<file path="config.mk">
export PLATFORM = sky130hd
export DESIGN_NAME = srw_reset_ctrl
export DESIGN_NICKNAME = d
export VERILOG_FILES = /design/src/inc/srw_pkg.sv /design/src/core/srw_sync.sv /design/src/core/srw_wdog.sv /design/src/core/srw_reset_ctrl.sv
export VERILOG_INCLUDE_DIRS = /design/src /design/src/inc
export SDC_FILE = /design/constraint.sdc
export NUM_CORES = 1
export LEC_CHECK = 0
export BUFFER_PORTS_ARGS = -buffer_cell sky130_fd_sc_hd__clkbuf_2
export CAP_MARGIN = 15
export CORE_MARGIN = 2
export CORE_UTILIZATION = 55
export CTS_CLUSTER_DIAMETER = 60
export CTS_CLUSTER_SIZE = 40
export DETAILED_ROUTE_END_ITERATION = 8
export PLACE_DENSITY = 0.85
export SYNTH_ARGS = -nofsm -noshare
export SYNTH_HDL_FRONTEND = slang
export SYNTH_SLANG_ARGS = --single-unit
</file>
<file path="constraint.sdc">
create_clock -name clk -period 2.4 [get_ports clk]
set_input_delay 0.12 -clock clk [delete_from_list [all_inputs] [get_ports clk]]
set_output_delay 0.12 -clock clk [all_outputs]
set_load 0.02 [all_outputs]
</file>
<file path="src/inc/srw_defines.svh">
// Purpose: constants for the reset and watchdog block
// Assumes: 32-bit AHB-Lite register words
// Notes: offsets are byte addresses
`ifndef SRW_DEFINES_SVH
`define SRW_DEFINES_SVH
`define SRW_OFF_CTRL     12'h000
`define SRW_OFF_PRESC    12'h004
`define SRW_OFF_RELOAD   12'h008
`define SRW_OFF_COUNT    12'h00C
`define SRW_OFF_KICK     12'h010
`define SRW_OFF_DROP     12'h014
`define SRW_OFF_STATUS   12'h018
`define SRW_OFF_MASK     12'h01C
`define SRW_OFF_CAUSE    12'h020
`define SRW_OFF_BOOT     12'h024
`define SRW_BOOT_ADDR    32'h0000_0000
`define SRW_TERMINAL     16'h0000
`define SRW_RELOAD_RST   16'hFFFF
`define SRW_PRESC_RST    8'h00
`define SRW_KICK_KEY     32'h0000_5A5A
`define SRW_CTRL_EN      0
`define SRW_CTRL_WDMODE  1
`define SRW_DROP_IOMASK  0
`define SRW_DROP_OFF     1
`define SRW_ST_TC        0
`define SRW_ST_IODROP    1
`define SRW_CS_CORE      0
`define SRW_CS_IO        1
`define SRW_CS_PIN       2
`define SRW_CS_JTAG      3
`define SRW_CS_WDOG      4
`define SRW_POR_NS       100000
`define SRW_PIN_NS       1000
`define SRW_CLK_NS       100
`endif

</file>
<file path="src/inc/srw_pkg.sv">
// Purpose: types for the reset and watchdog block
// Assumes: nothing
// Notes: reset sequencer states
package srw_pkg;
	typedef enum logic [1:0] {SRW_WAIT_SUPPLY, SRW_HOLD, SRW_RUN} srw_state_t;
endpackage : srw_pkg

</file>
<file path="src/core/srw_sync.sv">
// Purpose: two-flop synchroniser for one level
// Assumes: reset value given by parameter
// Notes: first flop read only by second
`timescale 1ns/10ps
module srw_sync #(
	parameter logic RESET_VAL = 1'b0
) (
	input  wire logic clk,
	input  wire logic rstN,
	input  wire logic din,
	output logic      dout
);
	logic meta_q;

	always_ff @(posedge clk or negedge rstN) begin
		if (!rstN) begin
			meta_q <= RESET_VAL;
			dout   <= RESET_VAL;
		end else begin
			meta_q <= din;
			dout   <= meta_q;
		end
	end
endmodule : srw_sync

</file>
<file path="src/core/srw_wdog.sv">
// Purpose: watchdog / free-running down-counter with prescaler
// Assumes: single clock, enable cleared by system reset
// Notes: tcPulse one cycle when count reaches terminal
`timescale 1ns/10ps
`include "srw_defines.svh"
module srw_wdog #(
	parameter int CW = 16,
	parameter int PW = 8
) (
	input  wire logic          clk,
	input  wire logic          rstN,
	input  wire logic          enable,
	input  wire logic [PW-1:0] presc,
	input  wire logic [CW-1:0] reloadVal,
	input  wire logic          reload,
	output logic [CW-1:0]      count_q,
	output logic               tcPulse
);
	logic [PW-1:0] pre_q;
	logic          tick;

	assign tick = enable && (pre_q == presc);

	always_ff @(posedge clk or negedge rstN) begin
		if (!rstN) begin
			pre_q <= '0;
		end else if (!enable || tick || reload) begin
			pre_q <= '0;
		end else begin
			pre_q <= pre_q + 1'b1;
		end
	end

	always_ff @(posedge clk or negedge rstN) begin
		if (!rstN) begin
			count_q <= `SRW_RELOAD_RST;
		end else if (reload) begin
			count_q <= reloadVal;
		end else if (tick) begin
			count_q <= (count_q == `SRW_TERMINAL) ? reloadVal : count_q - 1'b1;
		end
	end

	always_ff @(posedge clk or negedge rstN) begin
		if (!rstN) begin
			tcPulse <= 1'b0;
		end else begin
			tcPulse <= tick && !reload && (count_q == `SRW_TERMINAL + 16'h0001);
		end
	end
endmodule : srw_wdog

</file>
<file path="src/core/srw_reset_ctrl.sv">
// Purpose: reset source gathering, sequencing, watchdog and AHB-Lite registers
// Assumes: clk 10 MHz; detector and pin inputs asynchronous
// Notes: sysRstN is the internal reset; cause register survives it
`timescale 1ns/10ps
`include "srw_defines.svh"
module srw_reset_ctrl
	import srw_pkg::*;
#(
	parameter int POR_CYCLES = (`SRW_POR_NS + `SRW_CLK_NS - 1) / `SRW_CLK_NS,
	parameter int PIN_CYCLES = (`SRW_PIN_NS + `SRW_CLK_NS - 1) / `SRW_CLK_NS,
	parameter int CW         = 16,
	parameter int PW         = 8
) (
	input  wire logic        clk,
	input  wire logic        rst_n,
	input  wire logic        coreSupplyOk,
	input  wire logic        ioSupplyOkLow,
	input  wire logic        ioSupplyOkHigh,
	input  wire logic        ioRangeHigh,
	input  wire logic        board_reset_request_low,
	input  wire logic        debugMode,
	input  wire logic        jtagResetCmd,
	input  wire logic        hsel,
	input  wire logic [31:0] haddr,
	input  wire logic [1:0]  htrans,
	input  wire logic        hwrite,
	input  wire logic [2:0]  hsize,
	input  wire logic [31:0] hwdata,
	input  wire logic        hready,
	output logic [31:0]      hrdata,
	output logic             hreadyout,
	output logic             hresp,
	output logic             irq,
	output logic             sysRstN,
	output logic             board_reset_drive_low,
	output logic [31:0]      bootAddr
);
	localparam int TW = (POR_CYCLES > PIN_CYCLES ? $clog2(POR_CYCLES + 1)
	                                              : $clog2(PIN_CYCLES + 1));

	logic            rstMeta_q, rstN_q;
	logic            coreOk, ioOkLow, ioOkHigh, reqLow, dbg, jtagCmd;
	logic            ioSupplyOk;
	logic            ioRange_q;
	logic            ioRangeSync;
	srw_state_t      state_q;
	logic [TW-1:0]   porCnt_q, pinCnt_q;
	logic            pinFire, jtagFire, wdogFire, coreFire, ioFire, anyFire;
	logic            jtagPrev_q;
	logic            ctrlEn_q, ctrlMode_q;
	logic [PW-1:0]   presc_q;
	logic [CW-1:0]   reload_q;
	logic            dropIoMask_q, dropOff_q;
	logic [1:0]      status_q, mask_q;
	logic [4:0]      cause_q;
	logic [CW-1:0]   count;
	logic            tcPulse, kick;
	logic            aValid_q, aWrite_q;
	logic [11:0]     aAddr_q;
	logic            aPhase, wr;

	// Reset release
	always_ff @(posedge clk or negedge rst_n) begin
		if (!rst_n) begin
			rstMeta_q <= 1'b0;
			rstN_q    <= 1'b0;
		end else begin
			rstMeta_q <= 1'b1;
			rstN_q    <= rstMeta_q;
		end
	end

	srw_sync #(.RESET_VAL(1'b0)) uCore (.clk(clk), .rstN(rstN_q), .din(coreSupplyOk),
		.dout(coreOk));
	srw_sync #(.RESET_VAL(1'b0)) uIoL (.clk(clk), .rstN(rstN_q), .din(ioSupplyOkLow),
		.dout(ioOkLow));
	srw_sync #(.RESET_VAL(1'b0)) uIoH (.clk(clk), .rstN(rstN_q), .din(ioSupplyOkHigh),
		.dout(ioOkHigh));
	srw_sync #(.RESET_VAL(1'b1)) uPin (.clk(clk), .rstN(rstN_q),
		.din(board_reset_request_low), .dout(reqLow));
	srw_sync #(.RESET_VAL(1'b0)) uDbg (.clk(clk), .rstN(rstN_q), .din(debugMode),
		.dout(dbg));
	srw_sync #(.RESET_VAL(1'b0)) uJtag (.clk(clk), .rstN(rstN_q), .din(jtagResetCmd),
		.dout(jtagCmd));
	srw_sync #(.RESET_VAL(1'b0)) uRng (.clk(clk), .rstN(rstN_q), .din(ioRangeHigh),
		.dout(ioRangeSync));

	// Non-volatile range setting caught after release
	always_ff @(posedge clk or negedge rstN_q) begin
		if (!rstN_q) begin
			ioRange_q <= 1'b0;
		end else if (state_q == SRW_WAIT_SUPPLY) begin
			ioRange_q <= ioRangeSync;
		end
	end

	assign ioSupplyOk = ioRange_q ? ioOkHigh : ioOkLow;

	assign coreFire = !coreOk;
	assign ioFire   = !ioSupplyOk && !dropOff_q && !dropIoMask_q;

	// Request pin width filter
	always_ff @(posedge clk or negedge rstN_q) begin
		if (!rstN_q) begin
			pinCnt_q <= '0;
		end else if (reqLow) begin
			pinCnt_q <= '0;
		end else if (pinCnt_q != TW'(PIN_CYCLES)) begin
			pinCnt_q <= pinCnt_q + 1'b1;
		end
	end
	assign pinFire = (pinCnt_q == TW'(PIN_CYCLES)) && !reqLow;

	always_ff @(posedge clk or negedge rstN_q) begin
		if (!rstN_q) begin
			jtagPrev_q <= 1'b0;
		end else begin
			jtagPrev_q <= jtagCmd;
		end
	end
	assign jtagFire = dbg && jtagCmd && !jtagPrev_q;

	assign wdogFire = tcPulse && ctrlMode_q && ctrlEn_q;
	assign anyFire  = coreFire || ioFire || pinFire || jtagFire || wdogFire;

	// Reset sequencer
	always_ff @(posedge clk or negedge rstN_q) begin
		if (!rstN_q) begin
			state_q  <= SRW_WAIT_SUPPLY;
			porCnt_q <= '0;
		end else begin
			unique case (state_q)
				SRW_WAIT_SUPPLY: begin
					porCnt_q <= '0;
					if (coreOk && ioSupplyOk) begin
						state_q <= SRW_HOLD;
					end
				end
				SRW_HOLD: begin
					if (!coreOk || !ioSupplyOk) begin
						state_q <= SRW_WAIT_SUPPLY;
					end else if (porCnt_q == TW'(POR_CYCLES - 1)) begin
						state_q <= SRW_RUN;
					end else begin
						porCnt_q <= porCnt_q + 1'b1;
					end
				end
				SRW_RUN: begin
					if (coreFire || ioFire) begin
						state_q <= SRW_WAIT_SUPPLY;
					end else if (anyFire) begin
						state_q  <= SRW_HOLD;
						porCnt_q <= '0;
					end
				end
			endcase
		end
	end

	always_ff @(posedge clk or negedge rstN_q) begin
		if (!rstN_q) begin
			sysRstN               <= 1'b0;
			board_reset_drive_low <= 1'b0;
		end else begin
			sysRstN               <= (state_q == SRW_RUN) && !anyFire;
			board_reset_drive_low <= (state_q == SRW_RUN) && !anyFire;
		end
	end

	assign bootAddr = `SRW_BOOT_ADDR;

	// AHB-Lite slave, zero wait states
	assign aPhase    = hsel && hready && htrans[1];
	assign hreadyout = 1'b1;
	assign hresp     = 1'b0;
	assign wr        = aValid_q && aWrite_q;
	assign kick      = wr && (aAddr_q == `SRW_OFF_KICK) && (hwdata == `SRW_KICK_KEY);

	always_ff @(posedge clk or negedge rstN_q) begin
		if (!rstN_q) begin
			aValid_q <= 1'b0;
			aWrite_q <= 1'b0;
			aAddr_q  <= '0;
		end else if (hready) begin
			aValid_q <= aPhase;
			aWrite_q <= hwrite;
			aAddr_q  <= {haddr[11:2], 2'b00};
		end
	end

	// Control registers loaded with reset values by internal reset (reload_q to FFFF)
	always_ff @(posedge clk or negedge sysRstN) begin
		if (!sysRstN) begin
			ctrlEn_q     <= 1'b0;
			ctrlMode_q   <= 1'b0;
			presc_q      <= `SRW_PRESC_RST;
			reload_q     <= `SRW_RELOAD_RST;
			dropIoMask_q <= 1'b0;
			dropOff_q    <= 1'b0;
			mask_q       <= '0;
		end else if (wr) begin
			unique case (aAddr_q)
				`SRW_OFF_CTRL: begin
					ctrlEn_q   <= hwdata[`SRW_CTRL_EN];
					ctrlMode_q <= hwdata[`SRW_CTRL_WDMODE];
				end
				`SRW_OFF_PRESC:  presc_q <= hwdata[PW-1:0];
				`SRW_OFF_RELOAD: reload_q <= hwdata[CW-1:0];
				`SRW_OFF_DROP: begin
					dropIoMask_q <= hwdata[`SRW_DROP_IOMASK];
					dropOff_q    <= hwdata[`SRW_DROP_OFF];
				end
				`SRW_OFF_MASK:   mask_q <= hwdata[1:0];
				default: begin
				end
			endcase
		end
	end

	// Sticky events, set beats clear
	always_ff @(posedge clk or negedge sysRstN) begin
		if (!sysRstN) begin
			status_q <= '0;
		end else begin
			status_q[`SRW_ST_TC] <= (tcPulse && ctrlEn_q) || (status_q[`SRW_ST_TC] &&
				!(wr && aAddr_q == `SRW_OFF_STATUS && hwdata[`SRW_ST_TC]));
			status_q[`SRW_ST_IODROP] <= (!ioSupplyOk && dropIoMask_q && !dropOff_q) ||
				(status_q[`SRW_ST_IODROP] &&
				!(wr && aAddr_q == `SRW_OFF_STATUS && hwdata[`SRW_ST_IODROP]));
		end
	end

	always_ff @(posedge clk or negedge rstN_q) begin
		if (!rstN_q) begin
			irq <= 1'b0;
		end else begin
			irq <= |(status_q & mask_q);
		end
	end

	// Cause of the last reset, survives internal reset
	always_ff @(posedge clk or negedge rstN_q) begin
		if (!rstN_q) begin
			cause_q <= '0;
		end else if (anyFire && state_q == SRW_RUN) begin
			cause_q <= {wdogFire, jtagFire, pinFire, ioFire, coreFire};
		end
	end

	srw_wdog #(.CW(CW), .PW(PW)) uWdog (
		.clk       (clk),
		.rstN      (sysRstN),
		.enable    (ctrlEn_q),
		.presc     (presc_q),
		.reloadVal (reload_q),
		.reload    (kick),
		.count_q   (count),
		.tcPulse   (tcPulse)
	);

	// Read data registered in data phase
	always_ff @(posedge clk or negedge rstN_q) begin
		if (!rstN_q) begin
			hrdata <= '0;
		end else if (aPhase && !hwrite) begin
			unique case ({haddr[11:2], 2'b00})
				`SRW_OFF_CTRL:   hrdata <= {30'h0, ctrlMode_q, ctrlEn_q};
				`SRW_OFF_PRESC:  hrdata <= {{(32-PW){1'b0}}, presc_q};
				`SRW_OFF_RELOAD: hrdata <= {{(32-CW){1'b0}}, reload_q};
				`SRW_OFF_COUNT:  hrdata <= {{(32-CW){1'b0}}, count};
				`SRW_OFF_DROP:   hrdata <= {30'h0, dropOff_q, dropIoMask_q};
				`SRW_OFF_STATUS: hrdata <= {30'h0, status_q};
				`SRW_OFF_MASK:   hrdata <= {30'h0, mask_q};
				`SRW_OFF_CAUSE:  hrdata <= {27'h0, cause_q};
				`SRW_OFF_BOOT:   hrdata <= `SRW_BOOT_ADDR;
				default:         hrdata <= '0;
			endcase
		end
	end
endmodule : srw_reset_ctrl

</file>
# Word-level counts from Yosys, hierarchy flattened
# Cells that the tools add are included.
classes:
  mux: 19
  n_addsub: 4
  reduce_logical: 62
  eq_ne: 28
  bitwise_logic: 1
op_table:
  columns: ["operator", "n"]
  rows:
  - ["$pmux 16 s8", 1]
  - ["$eq 10x3->1 const B", 7]
  - ["$mux 10", 6]
  - ["$mux 16", 3]
  - ["$eq 32x15->1 const B", 1]
  - ["$eq 10x2->1 const B", 3]
  - ["$pmux 10 s3", 1]
  - ["$logic_and 1x1->1", 27]
  - ["$add 10x1->10 const B", 2]
  - ["$eq 10x1->1 const B", 2]
  - ["$eq 10x4->1 const B", 2]
  - ["$eq 16x1->1 const B", 1]
  - ["$logic_not 16->1", 1]
  - ["$sub 16x1->16 const B", 1]
  - ["$logic_not 1->1", 12]
  - ["$logic_not 12->1", 1]
  - ["$eq 10x10->1 const B", 1]
  - ["$logic_not 10->1", 1]
  - ["$mux 2", 5]
  - ["$ne 10x4->1 const B", 1]
  - ["$reduce_and 2->1", 5]
  - ["$logic_or 1x1->1", 9]
  - ["$add 8x1->8 const B", 1]
  - ["$eq 8x8->1", 1]
  - ["other kinds (14)", 19]
totals:
  wordCells: 153
  input_bits: 81
  output_inout_bits: 69
  ff_bits: 148

# Longest topological paths before layout
# Gate-level depths: netlist of the first run.
depth:
  word_depth: 11
  depth_mapped: 8
  depth_no_buf: 8

# Modules after synthesis
# From an unflattened synthesis of the first run, not the netlist that was laid out.
hier_totals:
  hier_cells: 650
  hier_area_um2: 6912.9
by_module_without_submodules:
  columns: ["module", "seq_area_each_um2", "instances", "area_per_inst_um2", "cells_per_inst"]
  rows:
  - ["srw_reset_ctrl", 2347.3, 1, 4914.7, 458]
  - ["srw_wdog", 645.6, 1, 1645.3, 178]
  - ["srw_sync (uCore ...)", 50.0, 6, 50.0, 2]
  - ["srw_sync (uPin)", 52.6, 1, 52.6, 2]

# Worst setup path before layout of the first run
# No wires, ideal clock.
synth_timing:
  path_type: "flip-flop to output port"
  startpoint: "register board_reset_drive_low (netlist name)"
  endpoint: "output port sysRstN"
  path_slack_ns: 0.324
  t_required_ns: 2.280
  arrival_ns: 1.956
  n_path_buf: 1
  path_stages_with_launch: 2
  path_cell_list: "dfrtp_1 buf_4"
synth_rtl:
  columns: ["item", "line_no", "rtl"]
  rows:
  - ["to (decl)", "srw_reset_ctrl.sv:34", "output logic sysRstN,"]

# Worst setup path in the final report of the first run
layout_timing:
  startpoint: "input port hwdata[6]"
  endpoint: "register uWdog.count_q[1]"
layout_between:
  elab_chain_len: 3
  elab_cells_between_ends: 4
  cone_classes: "1 x eq/ne; 1 x mux; 2 x reduce/logical"
layout_lines:
  columns: ["item", "line_no", "rtl"]
  rows:
  - ["from (decl)", "srw_reset_ctrl.sv:28", "input wire logic [31:0] hwdata,"]
  - ["$eq 32x15->1 (no line) *", null, null]
  - ["$logic_and 1x1->1 *", "srw_reset_ctrl.sv:177", "assign kick = wr && (aAddr_q == `SRW_OFF_KICK) && (hwdata == `SRW_KICK_KEY);"]
  - ["$mux 16 or $reduce_bool 2->1 (tied branches)", null, null]
  - ["to (signal assigned)", "srw_wdog.sv:36", "count_q <= `SRW_RELOAD_RST;"]
  - ["to (signal assigned)", "srw_wdog.sv:38", "count_q <= reloadVal;"]
  - ["to (signal assigned)", "srw_wdog.sv:40", "count_q <= (count_q == `SRW_TERMINAL) ? reloadVal : count_q - 1'b1;"]
  - ["to (decl)", "srw_wdog.sv:16", "output logic [CW-1:0] count_q,"]
# Mark *: on every way between the ends. The rest lies on a longest branch, timed or not.
# A chain may end at the register's enable or synchronous reset.

==> results of run 1 <==
metrics by stage:
stage          util [%]  instance area, um^2  std cells  power, W
2_1_floorplan         -                 6850        685   0.00302
3_3_place_gp       59.6                 7100        852   0.00309
3_5_place_dp       59.6                 7100        852   0.00314
4_1_cts            67.4                 8030        916   0.00586
5_1_grt            67.4                 8030        916   0.00605
6_report           67.4                 8030        916   0.00584
critical path, cell delays in order:
cell           delay, ns
dlygate4sd3_1       0.53
clkbuf_2            0.14
nor4bb_1            0.36
nand4_1             0.35
nor4_4              0.48
buf_4               0.21
a21o_2              0.19
nor2b_1             0.19
a21oi_1             0.06
what timing repair did:
action                                  in CTS  in global routing
hold buffers                                32                  0
endpoints found under the setup margin       0                  2
hold endpoints to repair                    36                  0
per-layer routing:
metal	track usage (%)	vias up	routed length, um
li1	-	2460	-
met1	31.9	2627	6380
met2	46.0	238	8580
met3	5.72	32	848
met4	10.2	0	401
met5	0	-	0
sequential cells by signal (all words and copies together) (netlist names), 5 cells and up:
name           count
aAddr_q           10
reload_q          16
porCnt_q          10
cause_q            5
hrdata            16
uWdog.pre_q        8
uWdog.count_q     16
presc_q            8
pinCnt_q          10
area by class of cell:
cell class                      instances  area (um^2)  area share, %
Clock buffer                           21          460           5.73
Clock inverter                         11          151           1.89
Inverter                               14         52.6          0.654
Multi-Input combinational cell        467         2990           37.3
Sequential cell                       132         3350           41.7
Tap cell                              147          184           2.29
Timing Repair Buffer                  124          841           10.5
synth_stat cells (all sizes together), types with 14 or more instances:
| cell | count | share of area, % |
|---|---|---|
| dfrtp | 98 | 37 |
| nand2 | 58 | 3.3 |
| buf | 53 | 5.9 |
| mux2 | 44 | 7.4 |
| nor2 | 41 | 2.3 |
| dfstp | 34 | 13 |
| o21ai | 34 | 2.6 |
| nand3 | 29 | 2.2 |
| clkbuf | 19 | 1.1 |
| a21oi | 16 | 1.2 |
| nor3 | 15 | 1.1 |
| a31oi | 14 | 1.3 |
| inv | 14 | 0.79 |
power groups by stage:
stage | sequential [W] | clock, W | combinational [W]
2_1_floorplan | 0.00254 | 0 | 0.000475
3_3_place_gp | 0.00257 | 0 | 0.000528
3_5_place_dp | 0.00258 | 0 | 0.000559
4_1_cts | 0.00255 | 0.00271 | 0.000609
5_1_grt | 0.00257 | 0.00280 | 0.000682
6_report | 0.00255 | 0.00267 | 0.000617
logic make-up after synthesis:
logic type / Yosys count / share of synthesized area [%]
AND/OR/NAND/NOR: 215 / 17.0
buffers and inverters: 86 / 7.73
XOR/XNOR: 22 / 2.89
multiplexers: 48 / 8.22
AO/OA/AOI/OAI: 124 / 12.6
other: 2 / 0.113
flip-flops: 132 / 50.2
adder cells (fa/ha/maj): 7 / 1.31
path summary, 6_finish.rpt:
| check | startpoint | end |
|---|---|---|
| setup reg to reg | uWdog.count_q[0]$_DFFE_PN1P_ | uWdog.count_q[7]$_DFFE_PN1P_ |
| hold / removal | haddr[5] | aAddr_q[5]$_DFFE_PN0P_ |
| setup / recovery | hwdata[6] | uWdog.count_q[1]$_DFFE_PN1P_ |
| min in group asynchronous | rstN_q$_DFF_PN0_ | aAddr_q[6]$_DFFE_PN0P_ |
| hold reg to reg | rstN_q$_DFF_PN0_ | aAddr_q[6]$_DFFE_PN0P_ |
| max in group asynchronous | rstN_q$_DFF_PN0_ | uPin.meta_q$_DFF_PN1_ |
==> flow_metrics.py, run 1 <==
metrics = {
    "sta": {
        "fmax_mhz": 434,
        "worst_slew_pin_slew_ns": 0.924,
        "setup_tns_ns": 0,
        "fin_skew_ns": 0.00839,
        "fin_ws_ns": 0.0949,
        "finalMaxSlewViolations": 0,
        "final-hold-violation-count": 0,
        "rsz0062_at_grt": "false",
        "whs_ns": 0.0217,
        "post-route-period-util_pct": 96.0,
        "fin_crit_ns": 2.31,
        "finalSetupViolations": 0,
        "relSlewSlack_pct": 38.3,
    },
    "finish": {
        "final_layout_size_suffix_gt1_share_pct": 28.5,
        "insertedDiodeCount": 0,
        "nets": 844,
        "mostFrequentLayoutCells": "dfrtp_1 (96), clkbuf_2 (73), nand2_1 (58)",
        "fillCellCount": 877,
        "layout_commonest_cell": "dfrtp_1",
        "area_growth_syn_to_layout_pct": 20.5,
    },
    "power_and_ir_drop": {
        "seqPwrFrac_pct": 43.7,
        "p_comb_share_pct": 10.6,
        "p_leak_nw": 3.63,
        "internal_power_w": 0.00436,
        "p_clk_share_pct": 45.8,
        "p_sw_share_pct": 25.4,
        "p_sw_w": 0.00148,
        "ir_worst_vdd_mv": 0.557,
        "pwr_density_cell_nw_per_um2": 727,
    },
    "detailed_routing": {
        "antenna_left": 0,
        "post_drt_wl_per_cell_um": 17.7,
        "drt-initial-drc-count": 497,
        "drtPass1Iterations": 5,
        "vias": 5357,
        "wl_mm": 16.2,
        "route.detailed.drc": 0,
        "vias_per_cell": 5.85,
    },
    "die": {
        "rows": 40,
        "die_h_um": 114,
        "io_pins": 150,
        "chipWidth_um": 114,
        "initial_core_util_pct": 56.0,
        "core_area_um2": 11900,
        "dieArea_um2": 13000,
    },
    "grt": {
        "antenna_found_initial": 0,
        "grt_pass1_vias": 5433,
        "grt_max_degree": 58,
        "grt_pass1_wl_mm": 26.6,
        "globalRouteTotalUtil_pct": 26.3,
        "gr-total-overflow": 0,
    },
    "place": {
        "io_buffers": 73,
        "dp_slack_ns": 0.259,
        "place.gp.congestion": 0.911,
        "place_hpwl_mm": 11.1,
    },
    "worst_hold_path": {
        "hold_depth": 2,
        "worstHoldPathType": "in -> reg",
    },
    "worst_setup_path": {
        "required_ns": 2.74,
        "end_kind": "flop",
        "crit_type": "in -> reg",
        "cp-start-kind": "input port",
        "rrSetupSlack_ns": 0.22,
        "arrival_ns": 2.65,
        "rr_worst_depth": 6,
        "critPathMaxFanout": 6,
    },
    "yosys": {
        "yosysUniqueCellTypes": 63,
        "synthesis.area_um2": 6670,
        "synthCells": 636,
        "yosysSeqAreaShare_pct": 50.2,
        "synthArstFlopShare_pct": 100,
        "avgSynthCellArea_um2": 10.5,
        "ys_ff_latch": 132,
        "synth_warnings": 0,
        "synth_edf_count": 0,
        "synth_ff_type": "dfrtp_1",
    },
    "clock_tree": {
        "ctsResizeCount": 0,
        "cts_setup_buffers": 0,
        "h-tree-depth": 4,
        "cts_buffers": 17,
        "cts.path.max_buffers": 2,
        "clk_pin_slew_ns": 0.06,
        "cts_num_sinks": 132,
        "cts_tree": "yes",
        "worstSkewPairLatency_ns": 0.42,
        "cts_root_buffer": "clkbuf_16",
    },
    "job": {
        "drv_cap": 0,
    },
    "outcome": {
        "status": "finished clean",
    },
}
Note: power is estimated with default switching activity, not from simulation.
==> run 2, diff against run 1 <==
- CELL_PAD_IN_SITES_DETAIL_PLACEMENT: default -> 0
- CELL_PAD_IN_SITES_GLOBAL_PLACEMENT: default -> 1
- CORE_UTILIZATION: 55 -> 45
- PLACE_DENSITY: 0.85 -> 0.89
- clock period: 2.4 -> 2.75 ns (I/O delays scaled with it)
==> run 2 against run 1 <==
Against the previous run:
- sequential share of layout area up 0.15 points
- combinational power shrank 18%
- largest power group unchanged
- clock skew fell by 0.00063 ns
- largest cell class unchanged
- worst hold slack gained 0.0056 ns
- clock-buffer cell count is 1 lower
- register-to-register slack better by 0.13 ns
- sequential power is 13% lower
==> flow_metrics.py, run 2 (synthesis gave the netlist of run 1 again) <==
metrics = {
    "worst_setup_path": {
        "required_ns": 3.09,
        "critPathMaxFanout": 9,
        "rr_worst_depth": 6,
        "end_kind": "flop",
        "cp-startpoint": "uWdog.count_q[0]$_DFFE_PN1P_",
        "endpoint": "uWdog.count_q[8]$_DFFE_PN1P_",
        "arrival_ns": 2.74,
        "cp-start-kind": "flop",
        "rr_startpoint": "uWdog.count_q[0]$_DFFE_PN1P_",
        "crit_type": "reg -> reg",
        "rrSetupSlack_ns": 0.35,
        "r2r_end": "uWdog.count_q[8]$_DFFE_PN1P_",
    },
    "clock_tree": {
        "cts_num_sinks": 132,
        "ctsResizeCount": 0,
        "cts_root_buffer": "clkbuf_16",
        "h-tree-depth": 4,
        "worstSkewPairLatency_ns": 0.43,
        "cts_buffers": 17,
        "cts.path.max_buffers": 2,
        "cts_setup_buffers": 0,
        "cts_tree": "yes",
        "clk_pin_slew_ns": 0.06,
    },
    "place": {
        "dp_slack_ns": 0.445,
        "io_buffers": 73,
        "place.gp.congestion": 0.911,
        "place_hpwl_mm": 11.2,
    },
    "sta": {
        "finalSetupViolations": 0,
        "fmax_mhz": 417,
        "fin_crit_ns": 2.40,
        "fin_ws_ns": 0.354,
        "rsz0062_at_grt": "false",
        "final-hold-violation-count": 0,
        "worst_slew_pin_slew_ns": 1.01,
        "finalMaxSlewViolations": 0,
        "setup_tns_ns": 0,
        "fin_skew_ns": 0.00776,
        "relSlewSlack_pct": 32.4,
        "post-route-period-util_pct": 87.1,
    },
    "finish": {
        "nets": 836,
        "final_layout_size_suffix_gt1_share_pct": 27.9,
        "top_regs": "hrdata (16), reload_q (16), uWdog.count_q (16)",
        "layout_commonest_cell": "dfrtp_1",
        "insertedDiodeCount": 0,
        "area_growth_syn_to_layout_pct": 20.1,
        "multiInputGateArea_um2": 2990,
        "mostFrequentLayoutCells": "dfrtp_1 (96), clkbuf_2 (73), nand2_1 (58)",
        "regArea_um2": 3350,
        "fillCellCount": 1254,
    },
    "grt": {
        "gr-total-overflow": 0,
        "globalRouteTotalUtil_pct": 21.2,
        "met1_usage_pct": 25.8,
        "use_met2_pct": 35.6,
        "antenna_found_initial": 0,
        "grt_pass1_vias": 5241,
        "met3_usage_pct": 7.05,
        "busiest_layer": "met2",
        "grt_max_degree": 74,
        "grt_pass1_wl_mm": 26.4,
    },
    "job": {
        "drv_cap": 0,
    },
    "die": {
        "die_h_um": 126,
        "io_pins": 150,
        "chipWidth_um": 126,
        "core_area_um2": 14500,
        "dieArea_um2": 15800,
        "rows": 44,
        "initial_core_util_pct": 46.0,
    },
    "power_and_ir_drop": {
        "ir_worst_vdd_mv": 0.522,
        "p_leak_nw": 3.58,
        "pwr_density_cell_nw_per_um2": 636,
    },
    "detailed_routing": {
        "post_drt_wl_per_cell_um": 16.8,
        "drt-initial-drc-count": 435,
        "antenna_left": 0,
        "vias_per_cell": 5.52,
        "route.detailed.drc": 0,
        "wl_mm": 15.9,
        "drtPass1Iterations": 5,
        "vias": 5216,
    },
    "worst_hold_path": {
        "worstHoldPathType": "in -> async",
    },
    "outcome": {
        "status": "finished clean",
    },
}
-- run 2: changes by cell type in the layout (fill, tap and decap cells not counted), sizes merged --
cell         before  now
clkinvlp          4    5
inv              16   15
bufinv            3    4
buf              19   13
dlygate4sd3      32   30
clkbuf           94   93
-- run 2: power by group --
| part | total (W) | switching (W) | internal [W] |
|---|---|---|---|
| Sequential | 0.00223 | 0.000148 | 0.00208 |
| Combinational | 0.000505 | 0.000265 | 0.000240 |
| Clock | 0.00236 | 0.000845 | 0.00152 |
| Total | 0.00510 | 0.00126 | 0.00384 |
-- run 2: worst max-delay path, stage by stage (launching register included) --
cell,delay [ns]
dfstp_2,0.57
inv_1,0.09
ha_1,0.23
nand3b_1,0.20
nor2_1,0.16
a21boi_1,0.83
a2bb2oi_1,0.23
-- run 2: cell type report --
class / instances / share of cell area [%]
sequential: 132 / 41.8
multi-input combinational: 467 / 37.4
inverter: 14 / 0.656
clock buffer: 20 / 5.45
tap: 184 / 2.88
timing repair buffer: 116 / 9.53
clock inverter: 12 / 2.25
-- run 2: how the worst min path moves through the flow --
stage                          from                endpoint  slack, ns
final                         rst_n        rstN_q$_DFF_PN0_       0.03
after global routing          rst_n        rstN_q$_DFF_PN0_       0.01
after CTS                 hwdata[3]  presc_q[3]$_DFFE_PN0P_      0.002
after detailed placement      rst_n     rstMeta_q$_DFF_PN0_      -0.07
after global placement        rst_n     rstMeta_q$_DFF_PN0_      -0.08
after floorplan               rst_n     rstMeta_q$_DFF_PN0_      -0.16
-- run 2: layer usage --
layer | part of all wire, % | wire (um)
met2 | 52 | 8340
met5 | 0 | 0
met3 | 5.8 | 927
met1 | 40 | 6390
met4 | 1.7 | 269
-- run 2: what timing repair did --
action / CTS / global route
endpoints found under the hold margin: 31 / 1
setup endpoints to repair: 0 / 0
hold buffers: 29 / 1
-- run 2: metrics by stage --
stage          total power, W  cells  utilization [%]  instance area, um^2  hold WS [ns]
2_1_floorplan         0.00263    685                -                 6850        -0.158
3_3_place_gp          0.00270    883             49.0                 7090       -0.0769
3_5_place_dp          0.00273    883             49.0                 7090       -0.0737
4_1_cts               0.00514    944             55.2                 8000       0.00187
5_1_grt               0.00534    945             55.3                 8010        0.0114
6_report              0.00510    945             55.3                 8010        0.0273
